`src/tse_pkg.sv`:
```
// Package: register map, field positions and reset values of the status/event block
package tse_pkg;

    ////////////////////////////////////////////////////////////////////////
    // Register offsets
    localparam logic [7:0] ADDR_EVENT_STATUS_ONE   = 8'h05;
    localparam logic [7:0] ADDR_OVERCAPTURE_STATUS = 8'h06;
    localparam logic [7:0] ADDR_EVENT_GENERATION   = 8'h07;

    ////////////////////////////////////////////////////////////////////////
    // Field positions, shared by status, generation and enable bytes
    localparam int BIT_BREAK   = 7;
    localparam int BIT_TRIGGER = 6;
    localparam int BIT_COMMUT  = 5;
    localparam int BIT_CH_LOW  = 1;
    localparam int BIT_UPDATE  = 0;
    localparam int NUM_CH      = 4;

    ////////////////////////////////////////////////////////////////////////
    // Reset values and masks
    localparam logic [7:0] STATUS_RESET     = 8'h00;
    localparam logic [7:0] GENERATION_RESET = 8'h00;
    localparam logic [7:0] READ_IDLE        = 8'h00;
    localparam logic [1:0] DIR_OUTPUT       = 2'h0;
    localparam logic [1:0] ALIGN_EDGE_ONLY  = 2'h0;

    ////////////////////////////////////////////////////////////////////////
    // Address decode
    function automatic logic reg_hit(
        input logic [7:0] addr,
        input logic [7:0] target
    );
        reg_hit = (addr == target);
    endfunction : reg_hit

endpackage : tse_pkg

```
`src/tse_trigger_edge.sv`:
```
// Trigger edge detector: active rising edge, or both edges in gated mode
`timescale 1ns/1ns
`default_nettype none
module tse_trigger_edge (
    input  wire logic clk,
    input  wire logic reset,
    input  wire logic trigger_input,
    input  wire logic gated_trigger_mode,
    output logic      trigger_edge
);
    import tse_pkg::*;

    logic trigger_prev;

    always_ff @(posedge clk)
    begin
        if (reset)
            trigger_prev <= 1'b0;
        else
            trigger_prev <= trigger_input;
    end

    // Gated mode counts both edges as trigger events
    always_comb
    begin
        trigger_edge = (trigger_input & ~trigger_prev)
                     | (gated_trigger_mode & ~trigger_input & trigger_prev);
    end

endmodule : tse_trigger_edge
`default_nettype wire

```
`src/tse_channel_flags.sv`:
```
// One capture/compare channel: its compare/capture flag and overcapture flag
`timescale 1ns/1ns
`default_nettype none
module tse_channel_flags (
    input  wire logic       clk,
    input  wire logic       reset,
    input  wire logic [1:0] direction,
    input  wire logic       compare_match,
    input  wire logic       beyond_reload_hit,
    input  wire logic       hw_capture,
    input  wire logic       sw_generate,
    input  wire logic       clear_capcomp,
    input  wire logic       clear_overcapture,
    input  wire logic       low_byte_read,
    output logic            capcomp_flag,
    output logic            overcapture_flag,
    output logic            sw_capture
);
    import tse_pkg::*;

    logic is_output;
    logic capture;
    logic set_capcomp;
    logic clr_capcomp;

    always_comb
    begin
        is_output   = (direction == DIR_OUTPUT);
        capture     = ~is_output & (hw_capture | sw_generate);
        set_capcomp = is_output
                    ? (compare_match | beyond_reload_hit | sw_generate)
                    : capture;
        clr_capcomp = clear_capcomp | (~is_output & low_byte_read);
    end

    // Set wins over any clear in the same cycle
    always_ff @(posedge clk)
    begin
        if (reset)
            capcomp_flag <= 1'b0;
        else if (set_capcomp)
            capcomp_flag <= 1'b1;
        else if (clr_capcomp)
            capcomp_flag <= 1'b0;
    end

    always_ff @(posedge clk)
    begin
        if (reset)
            overcapture_flag <= 1'b0;
        else if (capture & capcomp_flag)
            overcapture_flag <= 1'b1;
        else if (clear_overcapture)
            overcapture_flag <= 1'b0;
    end

    always_ff @(posedge clk)
    begin
        if (reset)
            sw_capture <= 1'b0;
        else
            sw_capture <= sw_generate & ~is_output;
    end
endmodule : tse_channel_flags
`default_nettype wire

```
`src/tse_status_event.sv`:
```
// Timer status flags and software event generation, top level
//
// Contract
// - Break flag sets while break input active; clears only when input inactive.
// - Trigger flag sets on active trigger edge; both edges in gated mode.
// - Commutation flag sets when a commutation updates channel control bits.
// - Output channel flag sets when counter equals compare value.
// - Compare above reload sets flag on overflow, or underflow when down.
// - Input channel flag sets on capture; clears by write or low-byte read.
// - Update flag sets on overflow or underflow while update disable is 0.
// - Software or trigger reinit sets update flag if source and disable are 0.
// - Writing 0 clears a status flag, 1 leaves it; status resets to 0x00.
// - Overcapture flag sets on input capture while capture flag still set.
// - Reserved overcapture status bits read zero; software keeps them cleared.
// - Generation bits are write-only, self-clearing; writing 0 does nothing.
// - Break generation clears main output enable and sets break flag.
// - Trigger generation sets trigger flag and may raise an interrupt.
// - Commutation generation transfers preloaded control bits when preloaded.
// - Channel generation on output channel sets its flag.
// - Channel generation on input channel captures, sets flag, maybe overcapture.
// - Update generation reinits counter, makes update event, clears prescaler.
// - Update generation loads zero if centered or up, else reload value.
// - Interrupt request per flag only when its enable bit is 1.
// - Preloaded control bits apply on commutation, else immediately.
// - Direction value 00 selects output; other values select input.
`timescale 1ns/1ns
`default_nettype none
module tse_status_event (
    input  wire logic       clk,
    input  wire logic       reset,
    input  wire logic [7:0] reg_addr,
    input  wire logic [7:0] reg_wdata,
    input  wire logic       reg_write,
    input  wire logic       reg_read,
    output logic      [7:0] reg_rdata,
    input  wire logic [7:0] irq_enable,
    input  wire logic       break_input,
    input  wire logic       trigger_input,
    input  wire logic       gated_trigger_mode,
    input  wire logic       hw_commutation,
    input  wire logic       preloaded_control,
    input  wire logic       update_disable,
    input  wire logic       update_source_select,
    input  wire logic       count_down,
    input  wire logic [1:0] center_align_select,
    input  wire logic       counter_overflow,
    input  wire logic       counter_underflow,
    input  wire logic       trigger_reinit,
    input  wire logic [3:0] compare_match,
    input  wire logic [3:0] compare_beyond_reload,
    input  wire logic [3:0] capture_event,
    input  wire logic [7:0] ch_direction_select,
    input  wire logic [3:0] ch_capture_low_byte_read,
    output logic            main_output_enable_clear,
    output logic            control_transfer,
    output logic            update_event,
    output logic            counter_reinit,
    output logic            counter_load_reload,
    output logic            prescaler_clear,
    output logic      [3:0] sw_capture,
    output logic      [7:0] irq_request
);
    import tse_pkg::*;

    ////////////////////////////////////////////////////////////////////////
    // Bus decode

    logic       wr_status_one;
    logic       wr_overcapture;
    logic       wr_generation;
    logic [7:0] event_generation;
    logic       break_flag;
    logic       trigger_flag;
    logic       commutation_flag;
    logic       update_flag;
    logic [3:0] channel_capcomp_flag;
    logic [3:0] overcapture_flag;
    logic [7:0] status_one;
    logic [7:0] status_two;
    logic       trigger_edge;
    logic       commutation_event;
    logic       update_hw_set;
    logic       centered;
    logic       beyond_tick;

    always_comb
    begin
        wr_status_one  = reg_write & reg_hit(reg_addr, ADDR_EVENT_STATUS_ONE);
        wr_overcapture = reg_write & reg_hit(reg_addr, ADDR_OVERCAPTURE_STATUS);
        wr_generation  = reg_write & reg_hit(reg_addr, ADDR_EVENT_GENERATION);
    end

    ////////////////////////////////////////////////////////////////////////
    // Event generation register

    // Holds a written 1 for one cycle, then drops it
    always_ff @(posedge clk)
    begin
        if (reset)
            event_generation <= GENERATION_RESET;
        else if (wr_generation)
            event_generation <= reg_wdata;
        else
            event_generation <= GENERATION_RESET;
    end

    ////////////////////////////////////////////////////////////////////////
    // Event sources

    tse_trigger_edge u_trigger_edge (
        .clk                (clk),
        .reset              (reset),
        .trigger_input      (trigger_input),
        .gated_trigger_mode (gated_trigger_mode),
        .trigger_edge       (trigger_edge)
    );

    always_comb
    begin
        centered = (center_align_select != ALIGN_EDGE_ONLY);
        // Preload transfer from software or hardware commutation
        commutation_event = preloaded_control
                          & (event_generation[BIT_COMMUT] | hw_commutation);
        update_hw_set = ((counter_overflow | counter_underflow)
                         & ~update_disable)
                      | ((event_generation[BIT_UPDATE] | trigger_reinit)
                         & ~update_source_select & ~update_disable);
        // Overflow in up and up/down counting, underflow in down counting
        beyond_tick = (counter_overflow & (~count_down | centered))
                    | (counter_underflow & count_down & ~centered);
    end

    ////////////////////////////////////////////////////////////////////////
    // Status flags, set wins over clear

    always_ff @(posedge clk)
    begin
        if (reset)
            break_flag <= 1'b0;
        else if (break_input | event_generation[BIT_BREAK])
            break_flag <= 1'b1;
        else if (wr_status_one & ~reg_wdata[BIT_BREAK])
            break_flag <= 1'b0;
    end

    always_ff @(posedge clk)
    begin
        if (reset)
            trigger_flag <= 1'b0;
        else if (trigger_edge | event_generation[BIT_TRIGGER])
            trigger_flag <= 1'b1;
        else if (wr_status_one & ~reg_wdata[BIT_TRIGGER])
            trigger_flag <= 1'b0;
    end

    always_ff @(posedge clk)
    begin
        if (reset)
            commutation_flag <= 1'b0;
        else if (commutation_event)
            commutation_flag <= 1'b1;
        else if (wr_status_one & ~reg_wdata[BIT_COMMUT])
            commutation_flag <= 1'b0;
    end

    always_ff @(posedge clk)
    begin
        if (reset)
            update_flag <= 1'b0;
        else if (update_hw_set)
            update_flag <= 1'b1;
        else if (wr_status_one & ~reg_wdata[BIT_UPDATE])
            update_flag <= 1'b0;
    end

    ////////////////////////////////////////////////////////////////////////
    // Capture/compare channels

    genvar ch;
    generate
        for (ch = 0; ch < NUM_CH; ch++)
        begin : g_ch
            tse_channel_flags u_ch (
                .clk               (clk),
                .reset             (reset),
                .direction         (ch_direction_select[2*ch +: 2]),
                .compare_match     (compare_match[ch]),
                .beyond_reload_hit (compare_beyond_reload[ch] & beyond_tick),
                .hw_capture        (capture_event[ch]),
                .sw_generate       (event_generation[BIT_CH_LOW + ch]),
                .clear_capcomp     (wr_status_one & ~reg_wdata[BIT_CH_LOW + ch]),
                .clear_overcapture (wr_overcapture & ~reg_wdata[BIT_CH_LOW + ch]),
                .low_byte_read     (ch_capture_low_byte_read[ch]),
                .capcomp_flag      (channel_capcomp_flag[ch]),
                .overcapture_flag  (overcapture_flag[ch]),
                .sw_capture        (sw_capture[ch])
            );
        end
    endgenerate

    always_comb
    begin
        status_one = {break_flag, trigger_flag, commutation_flag,
                      channel_capcomp_flag, update_flag};
        // Reserved bits always zero
        status_two = {3'h0, overcapture_flag, 1'b0};
    end

    ////////////////////////////////////////////////////////////////////////
    // Read port, data in the cycle after the strobe only

    always_ff @(posedge clk)
    begin
        if (reset)
            reg_rdata <= READ_IDLE;
        else if (reg_read & reg_hit(reg_addr, ADDR_EVENT_STATUS_ONE))
            reg_rdata <= status_one;
        else if (reg_read & reg_hit(reg_addr, ADDR_OVERCAPTURE_STATUS))
            reg_rdata <= status_two;
        else
            reg_rdata <= READ_IDLE;
    end

    ////////////////////////////////////////////////////////////////////////
    // Event strobes to the rest of the timer

    always_ff @(posedge clk)
    begin
        if (reset)
            main_output_enable_clear <= 1'b0;
        else
            main_output_enable_clear <= event_generation[BIT_BREAK];
    end

    always_ff @(posedge clk)
    begin
        if (reset)
            control_transfer <= 1'b0;
        else
            control_transfer <= commutation_event;
    end

    always_ff @(posedge clk)
    begin
        if (reset)
        begin
            update_event        <= 1'b0;
            counter_reinit      <= 1'b0;
            prescaler_clear     <= 1'b0;
            counter_load_reload <= 1'b0;
        end
        else
        begin
            update_event        <= event_generation[BIT_UPDATE]
                                 | ((counter_overflow | counter_underflow)
                                    & ~update_disable);
            counter_reinit      <= event_generation[BIT_UPDATE];
            prescaler_clear     <= event_generation[BIT_UPDATE];
            counter_load_reload <= event_generation[BIT_UPDATE]
                                 & count_down & ~centered;
        end
    end

    always_ff @(posedge clk)
    begin
        if (reset)
            irq_request <= STATUS_RESET;
        else
            irq_request <= status_one & irq_enable;
    end
endmodule : tse_status_event
`default_nettype wire

```
`config.mk`:
```
export PLATFORM = sky130hd
export DESIGN_NAME = tse_status_event
export DESIGN_NICKNAME = d
export VERILOG_FILES = /design/src/tse_pkg.sv /design/src/tse_trigger_edge.sv /design/src/tse_channel_flags.sv /design/src/tse_status_event.sv
export SDC_FILE = /design/constraint.sdc
export NUM_CORES = 1
export LEC_CHECK = 0
export BUFFER_PORTS_ARGS = -buffer_cell sky130_fd_sc_hd__clkbuf_2
export CORE_MARGIN = 8
export CORE_UTILIZATION = 39
export CTS_CLUSTER_DIAMETER = 80
export CTS_CLUSTER_SIZE = 40
export DETAILED_ROUTE_END_ITERATION = 16
export HOLD_SLACK_MARGIN = 0.03
export PLACE_DENSITY = 0.74
export SYNTH_ARGS = -nofsm -noshare
export SYNTH_HDL_FRONTEND = slang
export SYNTH_SLANG_ARGS = --single-unit
```
`constraint.sdc`:
```
create_clock -name clk -period 1.1 [get_ports clk]
set_input_delay 0.165 -clock clk [delete_from_list [all_inputs] [get_ports clk]]
set_output_delay 0.165 -clock clk [all_outputs]
set_load 0.05 [all_outputs]
```
Word-level counts from Yosys, hierarchy flattened

Cells that the tools add are included.

Bits in registers: 46
Bits in latches: 0
RAM bits: 0
Memory bits (read-only): 0
Output and inout port bits: 26
Memories kept: 0

Add/subtract/negate cells: 0
Multiply operators: 0
Divide/modulo/power cells: 0
$lt $le $gt $ge: 0
Equality and inequality tests: 3
Shift operators: 0
Mux-type cells: 30
Bitwise operators: 95
Reduce and logical (&&, ||, !) cells: 18

Operator list:

| kind                                                             | count |
|---|---|
| 1-bit bitwise AND                                                | 49 |
| 1-bit two-way mux                                                | 28 |
| 1-bit OR                                                         | 26 |
| 2-bit nonzero test                                               | 13 |
| 8-bit by 3-bit == test with 1-bit output (second input constant) | 3 |
| 1-bit inverter                                                   | 19 |
| 8-bit bitwise AND                                                | 1 |
| 2-bit zero test                                                  | 4 |
| 8-bit two-way mux                                                | 1 |
| 5-bit two-way mux                                                | 1 |
| 2-bit OR reduction                                               | 1 |

Depth between registers and ports, before layout

Gate-level depths: netlist of the first run.

Depth in word-level cells: 9
Depth in mapped cells: 4
Depth with buffers taken out: 4

Cells and area by module

A second synthesis of the first run with hierarchy kept.

Cell total of the unflattened synthesis: 175
Area total of the unflattened synthesis: 1699.1 um2

By module, submodules not included:

| module            | instances | cells an instance | area each (um2) | sequential area each (um2) |
|---|---|---|---|---|
| tse_status_event  | 1         | 110               | 1154.9          | 660.6 |
| tse_channel_flags | 4         | 15                | 125.1           | 60.1 |
| tse_trigger_edge  | 1         | 5                 | 43.8            | 20.0 |

Worst setup path after synthesis of the first run

Ideal clock, no wire load.

Path type: input-to-reg
Start point: input port center_align_select[1]
End point: register g_ch[0].u_ch.capcomp_flag
Setup time: 0.132 ns
Arrival: 1.094 ns
Data required time: 0.968 ns
Setup slack: -0.126 ns
Stages on the path: 4
Cells stage by stage: nor3b_1 > mux2_2 > a211oi_1 > o32ai_1

Cells in the longest elaborated chain, start to end: 9
Elaborated cells between the ends (all ways): 12
Those cells by class: mux: 2; bitwise: 8; reduce/logical: 2

Ends and longest elaborated chain:

| element                                                        | line                                             | source |
|---|---|---|
| from (decl)                                                    | tse_status_event.sv:45                           | `input wire logic [1:0] center_align_select,` |
| 2-bit nonzero test *                                           | tse_status_event.sv:120                          | `centered = (center_align_select != ALIGN_EDGE_ONLY);` |
| 1-bit OR / 1-bit inverter (equally long branches)              | tse_status_event.sv:129, tse_status_event.sv:130 |  |
| 1-bit bitwise AND, on equally long branches                    | tse_status_event.sv:129, tse_status_event.sv:130 |  |
| 1-bit OR *                                                     | tse_status_event.sv:130                          | `\| (counter_underflow & count_down & ~centered);` |
| 1-bit bitwise AND *                                            | tse_status_event.sv:188                          | `.beyond_reload_hit (compare_beyond_reload[ch] & beyond_tick),` |
| 1-bit OR * (2 in a row)                                        | tse_channel_flags.sv:31                          | `? (compare_match \| beyond_reload_hit \| sw_generate)` |
| 1-bit two-way mux *                                            | tse_channel_flags.sv:31                          |  |
| 1-bit two-way mux / 2-bit nonzero test (equally long branches) | n/a                                              |  |
| to (signal assigned)                                           | tse_channel_flags.sv:40                          | `capcomp_flag <= 1'b0;` |
| to (signal assigned)                                           | tse_channel_flags.sv:42                          | `capcomp_flag <= 1'b1;` |
| to (signal assigned)                                           | tse_channel_flags.sv:44                          | `capcomp_flag <= 1'b0;` |
| to (decl)                                                      | tse_channel_flags.sv:15                          | `output logic capcomp_flag,` |

Mark *: on every way between the ends. The rest lies on a longest branch, timed or not.
A chain may end at the register's enable or synchronous reset.

Final worst setup path of the first run

Start point: input port reg_addr[3]
End point: register g_ch[3].u_ch.capcomp_flag

Cells in the longest elaborated chain, start to end: 5

Ends and longest elaborated chain:

| element                                  | line                    | source |
|---|---|---|
| from (decl)                              | tse_status_event.sv:31  | `input wire logic [7:0] reg_addr,` |
| 8-bit by 3-bit == test with 1-bit output | tse_pkg.sv:33           | `reg_hit = (addr == target);` |
| 1-bit bitwise AND                        | tse_status_event.sv:88  | `wr_status_one = reg_write & reg_hit(reg_addr, ADDR_EVENT_STATUS_ONE);` |
| 1-bit bitwise AND                        | tse_status_event.sv:191 | `.clear_capcomp (wr_status_one & ~reg_wdata[BIT_CH_LOW + ch]),` |
| 1-bit OR                                 | tse_channel_flags.sv:33 | `clr_capcomp = clear_capcomp \| (~is_output & low_byte_read);` |
| 2-bit nonzero test (no source line)      | n/a                     |  |
| to (signal assigned)                     | tse_channel_flags.sv:40 |  |
| to (signal assigned)                     | tse_channel_flags.sv:42 |  |
| to (signal assigned)                     | tse_channel_flags.sv:44 |  |
| to (decl)                                | tse_channel_flags.sv:15 |  |

No other way between the ends.

==> load_flow_metrics.sql, run 1 <==
INSERT INTO impl_metrics (metric_group, metric, value, unit) VALUES
('outcome', 'outcome', 'complete, no violations', ''),
('grt', 'first_pass_grt_wire_length', '7127', 'µm'),
('cells_and_area', 'flow.area_growth_from_synthesis', '45.08', '%'),
('floorplanning', 'rows', '23', ''),
('grt', 'global_route.overflow_total', '0', ''),
('setup_path', 'worstSetupEndpointType', 'flip-flop', ''),
('power_and_ir_drop', 'seq_power_share', '0.526', ''),
('grt', 'globalRouteTotalUtil', '0.1367', ''),
('synth', 'seq_area_frac_synth', '0.5530', ''),
('routing', 'met3RoutedLength', '450', 'µm'),
('clock_network', 'cts.path.max_buffers', '2', ''),
('synth', 'synth_edf_count', '0', ''),
('cells_and_area', 'finalNonFillerCells', '326', ''),
('grt', 'grt_max_degree', '20', ''),
('placed_design', 'gp_congestion', '0.8367', ''),
('synth', 'synth_cells', '174', ''),
('clock_network', 'clock_tree_from_tritoncts', 'built', ''),
('clock_network', 'clk_pin_slew', '0.08', 'ns'),
('synth', 'net_count_synth', '239', ''),
('setup_path', 'req_time_crit_path', '1.28', 'ns'),
('setup_path', 'setup.worst_path.class', 'in2reg', ''),
('routing', 'drtIter0Drc', '97', ''),
('routing', 'highest-signal-layer', 'met4', ''),
('clock_network', 'htree_levels', '2', ''),
('worst_hold_path', 'hold-path-endpoint', 'irq_request[2]', ''),
('setup_path', 'regToRegEndpoint', 'g_ch[3].u_ch.capcomp_flag', ''),
('placed_design', 'detailed_placement_wirelength_estimate', '3681', 'µm'),
('sta', 'finalCriticalPeriod', '1.068', 'ns'),
('sta', 'max_slew_margin', '0.7673', ''),
('setup_path', 'ff2ff_path_depth', '4', ''),
('floorplanning', 'dieHeight', '81.35', 'µm'),
('power_and_ir_drop', 'power.internal', '0.002540', 'W'),
('floorplanning', 'pin_count', '91', ''),
('cells_and_area', 'share_of_layout_cells_above_drive_strength_1', '0.4746', ''),
('routing', 'wirelength_met1', '2005', 'µm'),
('sta', 'max_clock_freq', '0.9364', 'GHz'),
('routing', 'detailroute.via_count', '1576', ''),
('synth', 'postSynthAreaPerCell', '9.571', 'µm²'),
('sta', 'final_max_slew_viol_count', '0', ''),
('worst_hold_path', 'type_of_the_most_critical_hold_path', 'in2reg', ''),
('run', 'reported_max_cap_violation_count', '0', ''),
('cells_and_area', 'diodes_inserted', '0', ''),
('floorplanning', 'fp.dieArea', '6617', 'µm²'),
('clock_network', 'clockRootBuffer', 'clkbuf_8', ''),
('placed_design', 'numPortBuffers', '90', ''),
('power_and_ir_drop', 'power.density_cell_area', '1375', 'nW/µm²'),
('synth', 'synth_flop_cell', 'dfxtp_1', ''),
('grt', 'vias_in_the_first_global_route', '1593', ''),
('synth', 'share_of_synthesized_flip_flops_with_an_asynchronous_set_or_reset', '0', ''),
('grt', 'number_of_antenna_violations_at_the_first_check_in_global_routing', '0', ''),
('setup_path', 'arrival', '1.25', 'ns'),
('power_and_ir_drop', 'switching_share', '0.2354', ''),
('sta', 'finalClockSkew', '0.002738', 'ns'),
('synth', 'synth_seq_cells', '46', ''),
('sta', 'finalHoldViolations', '0', ''),
('routing', 'drt-vias-per-instance', '4.834', ''),
('sta', 'worstMarginPinSlew', '0.3459', 'ns'),
('routing', 'routed-wl-met2', '2046', 'µm'),
('floorplanning', 'floorplan.initialDensity', '0.4104', ''),
('power_and_ir_drop', 'p_leak', '1.142', 'nW'),
('synth', 'library_cells_used_by_synthesis', '27', ''),
('routing', 'drcViolationCount', '0', ''),
('power_and_ir_drop', 'max-vdd-ir-drop', '0.0007242', 'V'),
('power_and_ir_drop', 'power_frac_comb', '0.122', ''),
('sta', 'hold_ws', '0.09542', 'ns'),
('setup_path', 'start_kind', 'primary input', ''),
('synth', 'ys_warn_count', '0', ''),
('routing', 'drt_pass1_iterations', '4', ''),
('routing', 'wl_per_cell', '14.11', 'µm'),
('sta', 'setup_viol', '0', ''),
('clock_network', 'total_clock_buffers_created_by_cts', '5', '');
[synthesized netlist by cell type (2+ instances only)]
master,number,area (µm²)
o21ai_0,12,60.06
and2_2,4,30.03
a22oi_1,4,30.03
nand2b_1,3,18.77
dfxtp_1,46,920.9
inv_1,2,7.510
and2_1,9,56.30
a211oi_1,4,30.03
nand2_1,9,33.78
nor2_1,24,90.09
nor2b_1,5,31.28
nand4_1,3,18.77
nor4_1,4,25.02
buf_4,5,37.54
a21oi_1,11,55.05
nand3_1,2,10.01
clkbuf_1,3,11.26
o32ai_1,4,35.03
nor3b_1,5,37.54
and3_1,8,50.05
[placed cells by master (no fill, tap or decap), types with 2 or more instances in the layout]
cell type / instances
nand2_1: 9
o32ai_2: 2
a211oi_2: 4
nor2_1: 21
nor2_2: 3
nand2b_1: 3
nor3b_1: 4
o21ai_0: 11
and2_1: 9
buf_2: 2
clkbuf_4: 2
nor2b_1: 5
a21oi_1: 11
dfxtp_1: 46
and3_1: 8
clkbuf_2: 86
clkbuf_8: 8
and2_2: 4
o32ai_1: 2
buf_4: 12
a22oi_1: 4
inv_1: 2
nand4_1: 3
nor4_2: 3
[per-stage QoR]
step / area, µm² / setup slack [ns] / total power, W / utilization / TNS [ns]
finish: 2416 / 0.03212 / 0.003322 / 0.5954 / 0
global route: 2416 / -0.01490 / 0.003481 / 0.5954 / -0.01555
CTS: 2362 / 0.009464 / 0.003331 / 0.5822 / 0
detailed placement: 2252 / -0.2491 / 0.002176 / 0.5550 / -5.371
global placement: 2252 / -0.2237 / 0.002169 / 0.5550 / -4.749
floorplan: 1705 / -0.001638 / 0.001970 / - / -0.006554
[cells by family (layout without fill, tap and decap cells)]
logic type,count (synthesis),count (layout),share of synthesized area
compound gates,38,38,0.1405
buf+inv,10,112,0.03381
flops,46,46,0.5530
simple gates,79,79,0.2660
mux,1,1,0.006761
[timing repair]
| action | in CTS | in global routing |
|---|---|---|
| hold endpoints to repair | 0 | 0 |
| endpoints found under the setup margin | 0 | 19 |
| setup buffers | 0 | 1 |
| gates resized for setup | 0 | 15 |
| hold buffers | 0 | 0 |
[per-layer routing]
metal / global-route usage / up-vias
met2: 0.2116 / 64
met4: 0.05357 / 0
met1: 0.1690 / 692
met3: 0.04857 / 9
met5: 0 / -
li1: - / 811
[power by group through the flow]
stage / combinational (W) / sequential (W) / clock (W)
2_1_floorplan: 0.000142 / 0.00183 / 0
3_3_place_gp: 0.000382 / 0.00179 / 0
3_5_place_dp: 0.000389 / 0.00179 / 0
4_1_cts: 0.000390 / 0.00175 / 0.00119
5_1_grt: 0.000445 / 0.00176 / 0.00128
6_report: 0.000405 / 0.00175 / 0.00117
[worst max-delay path, cell delays in order]
cell,delay [ns]
clkbuf_2,0.10
nor4b_4,0.25
buf_4,0.17
nand3_2,0.14
nor4_1,0.30
o32ai_1,0.11
[registers in the layout (all words and copies together), names as in the netlist, 4 cells and up]
name and cells:
event_generation 8, irq_request 8, reg_rdata 8, g_ch.u_ch.capcomp_flag 4, g_ch.u_ch.overcapture_flag 4, g_ch.u_ch.sw_capture 4
[area by class of cell]
type / count / area, µm²
Clock buffer: 8 / 110.1
Fill cell: 382 / 1642
Inverter: 2 / 7.507
Multi-Input combinational cell: 118 / 769.5
Sequential cell: 46 / 920.9
Tap cell: 50 / 62.56
Timing Repair Buffer: 102 / 545.5
[worst max-delay path by stage]
stage | to | depth (start not counted) | startpoint
after floorplan | reg_rdata[0] | 4 | reg_addr[4]
final | g_ch[3].u_ch.capcomp_flag | 6 | reg_addr[3]
after detailed placement | g_ch[2].u_ch.capcomp_flag | 5 | reg_addr[4]
after global placement | g_ch[1].u_ch.capcomp_flag | 5 | reg_addr[4]
after global routing | g_ch[3].u_ch.capcomp_flag | 6 | reg_addr[3]
after CTS | counter_reinit | 1 | prescaler_clear
No activity file was read; power rests on OpenSTA's default activity.
==> inputs of run 2 (changes only) <==
- CORE_MARGIN: 8 -> default
==> load_flow_metrics.sql, run 2 (same netlist as run 1, synthesis figures left out) <==
INSERT INTO impl_metrics (metric_group, metric, value, unit) VALUES
('outcome', 'outcome', 'complete, no violations', ''),
('power_and_ir_drop', 'power_frac_comb', '0.127', ''),
('run', 'reported_max_cap_violation_count', '0', ''),
('setup_path', 'arrival', '0.90', 'ns'),
('setup_path', 'start_kind', 'flip-flop', ''),
('sta', 'final.period_utilization', '0.9685', ''),
('floorplanning', 'rows', '23', ''),
('cells_and_area', 'largestRegisters', 'event_generation: 8 flops, irq_request: 8 flops, reg_rdata: 8 flops', ''),
('sta', 'final_max_slew_viol_count', '0', ''),
('routing', 'postRouteWirelength', '3794', 'µm'),
('clock_network', 'sinks_on_clock_net', '46', ''),
('power_and_ir_drop', 'p_leak', '1.127', 'nW'),
('worst_hold_path', 'hold-path-endpoint', 'event_generation[5]', ''),
('clock_network', 'worstSkewPairLatency', '0.30', 'ns'),
('placed_design', 'detailed_placement_wirelength_estimate', '3069', 'µm'),
('power_and_ir_drop', 'seq_power_share', '0.555', ''),
('routing', 'drcViolationCount', '0', ''),
('setup_path', 'crit_path_max_fanout', '2', ''),
('power_and_ir_drop', 'max-vdd-ir-drop', '0.0005486', 'V'),
('sta', 'worstMarginPinSlew', '0.3598', 'ns'),
('cells_and_area', 'fin_util', '0.5856', ''),
('cells_and_area', 'design_area', '2376', 'µm²'),
('worst_hold_path', 'min-delay-start', 'reg_wdata[5]', ''),
('cells_and_area', 'diodes_inserted', '0', ''),
('sta', 'finalHoldViolations', '0', ''),
('power_and_ir_drop', 'clock_power_share', '0.318', ''),
('clock_network', 'total_clock_buffers_created_by_cts', '5', ''),
('clock_network', 'htree_levels', '2', ''),
('setup_path', 'setup.worst_path.class', 'reg2out', ''),
('cells_and_area', 'flow.area_growth_from_synthesis', '42.67', '%'),
('floorplanning', 'core-area', '4058', 'µm²'),
('worst_hold_path', 'min_delay_path_depth', '2', ''),
('routing', 'drtIter0Drc', '68', ''),
('placed_design', 'gp_congestion', '0.7664', ''),
('routing', 'drt_pass1_iterations', '4', ''),
('cells_and_area', 'share_of_layout_cells_above_drive_strength_1', '0.4601', ''),
('power_and_ir_drop', 'switching_share', '0.2534', ''),
('routing', 'detail-route-antenna-nets', '0', ''),
('setup_path', 'buffers_plus_inverters_on_the_worst_setup_path', '1', ''),
('setup_path', 'path_delay_family', 'flip-flops', ''),
('floorplanning', 'dieHeight', '67.35', 'µm'),
('cells_and_area', 'num-nets-final', '340', ''),
('cells_and_area', 'final_cell_mix', '85 x clkbuf_2, 46 x dfxtp_1, 21 x nor2_1', ''),
('routing', 'detailroute.via_count', '1584', ''),
('setup_path', 'worstSetupEndpointType', 'primary output', ''),
('floorplanning', 'fp.dieArea', '4535', 'µm²'),
('floorplanning', 'floorplan.initialDensity', '0.4104', ''),
('grt', 'number_of_antenna_violations_at_the_first_check_in_global_routing', '0', ''),
('routing', 'wl_per_cell', '11.64', 'µm'),
('clock_network', 'cts.path.max_buffers', '2', ''),
('setup_path', 'regToRegStartpoint', 'event_generation[2]', ''),
('clock_network', 'cts.repair_timing.setup_buffer_count', '0', ''),
('clock_network', 'clock_tree_from_tritoncts', 'built', ''),
('sta', 'finalCriticalPeriod', '1.065', 'ns'),
('setup_path', 'req_time_crit_path', '0.94', 'ns'),
('grt', 'grt_max_degree', '16', ''),
('routing', 'drt-vias-per-instance', '4.859', ''),
('grt', 'global_route.overflow_total', '0', ''),
('clock_network', 'cts_hold_buffers', '0', ''),
('sta', 'setup_viol', '0', ''),
('sta', 'max_clock_freq', '0.9387', 'GHz'),
('setup_path', 'crit_slowest_cell', 'dfxtp_1', ''),
('power_and_ir_drop', 'p_switching', '0.0007994', 'W'),
('setup_path', 'worstPathCellList', 'clkbuf_2', ''),
('floorplanning', 'pin_count', '91', ''),
('setup_path', 'ff2ff_setup_slack', '0.11', 'ns'),
('sta', 'max_slew_margin', '0.7591', ''),
('grt', 'vias_in_the_first_global_route', '1387', ''),
('worst_hold_path', 'type_of_the_most_critical_hold_path', 'in2reg', ''),
('setup_path', 'regToRegEndpoint', 'g_ch[1].u_ch.capcomp_flag', ''),
('setup_path', 'number_of_gates_on_the_worst_path_with_buffers_counted', '1', ''),
('sta', 'setup_repair_after_global_routing_missed_its_margin', 'yes', ''),
('power_and_ir_drop', 'power.internal', '0.002355', 'W'),
('sta', 'finalClockSkew', '0.004036', 'ns'),
('cells_and_area', 'mostFrequentLayoutCell', 'clkbuf_2', ''),
('setup_path', 'ff2ff_path_depth', '4', ''),
('floorplanning', 'floorplan.die.width', '67.35', 'µm'),
('power_and_ir_drop', 'power.density_cell_area', '1328', 'nW/µm²'),
('grt', 'first_pass_grt_wire_length', '5996', 'µm'),
('placed_design', 'total_placed_instance_area', '2260', 'µm²'),
('setup_path', 'worst_path_largest_cell_delay', '0.33', 'ns'),
('grt', 'globalRouteTotalUtil', '0.1806', ''),
('clock_network', 'clk_pin_slew', '0.09', 'ns'),
('placed_design', 'numPortBuffers', '90', ''),
('clock_network', 'clockRootBuffer', 'clkbuf_8', '');
==> run 2: cell types whose count changed in the layout (fill, tap and decap cells not counted), moves of 2 or more <==
cell	before	now
o21ai_0	11	5
nor4_1	1	3
clkbuf_8	8	5
buf_6	0	2
o32ai_2	2	0
clkbuf_4	2	0
o21ai_1	1	7
nor4_2	3	1
o32ai_1	2	4
==> run 2: worst max-delay path by stage <==
stage | to | slack (ns) | startpoint
2_1_floorplan | reg_rdata[0] | -0.002 | reg_addr[4]
3_3_place_gp | g_ch[1].u_ch.capcomp_flag | -0.23 | reg_addr[4]
3_5_place_dp | g_ch[3].u_ch.overcapture_flag | -0.26 | reg_addr[4]
4_1_cts | counter_reinit | 0.02 | prescaler_clear
5_1_grt | commutation_flag | -0.04 | reg_addr[3]
6_report | counter_reinit | 0.03 | prescaler_clear
==> run 2: worst reg2reg max path, stage by stage (launching register included) <==
cell,delay (ns)
dfxtp_1,0.38
nor2_1,0.07
nor2_2,0.15
a21oi_1,0.06
o32ai_1,0.24
==> run 2: power by group through the flow <==
stage / registers [W] / clock network, W / logic (W)
floorplan: 0.00183 / 0 / 0.000142
global placement: 0.00179 / 0 / 0.000387
detailed placement: 0.00179 / 0 / 0.000393
CTS: 0.00175 / 0.00105 / 0.000394
global route: 0.00176 / 0.00111 / 0.000444
finish: 0.00175 / 0.00100 / 0.000401
==> run 2: final cells by class <==
| cell class | count | area [µm²] |
|---|---|---|
| clock buffers | 5 | 68.82 |
| clock inverters | 3 | 21.27 |
| fillers | 375 | 1682 |
| inverters | 2 | 7.507 |
| multi-input cells | 118 | 742.0 |
| flip-flops and latches | 46 | 920.9 |
| well taps | 50 | 62.56 |
| repair buffers | 102 | 553.0 |
==> run 2: timing repair <==
item / CTS / global route
endpoints found under the setup margin: 0 / 14
gates resized for setup: 0 / 18
hold endpoints to repair: 0 / 0
==> run 2: through the flow <==
stage	setup slack (ns)	cells	hold slack (ns)	power [W]	setup TNS, ns
floorplan	-0.001638	174	0.2867	0.001970	-0.006554
global placement	-0.2295	318	0.3934	0.002174	-4.946
detailed placement	-0.2570	318	0.3957	0.002182	-5.909
CTS	0.01907	326	0.08064	0.003190	0
global route	-0.03629	326	0.07721	0.003313	-0.09011
finish	0.03467	326	0.08321	0.003155	0
==> run 2: layer usage <==
layer | track usage | routed length, µm | vias to the layer above
met5 | 0 | 0 | -
met4 | 0.09574 | 80 | 0
met3 | 0.03547 | 298 | 8
met2 | 0.2763 | 1721 | 71
met1 | 0.2383 | 1693 | 696
li1 | - | - | 809
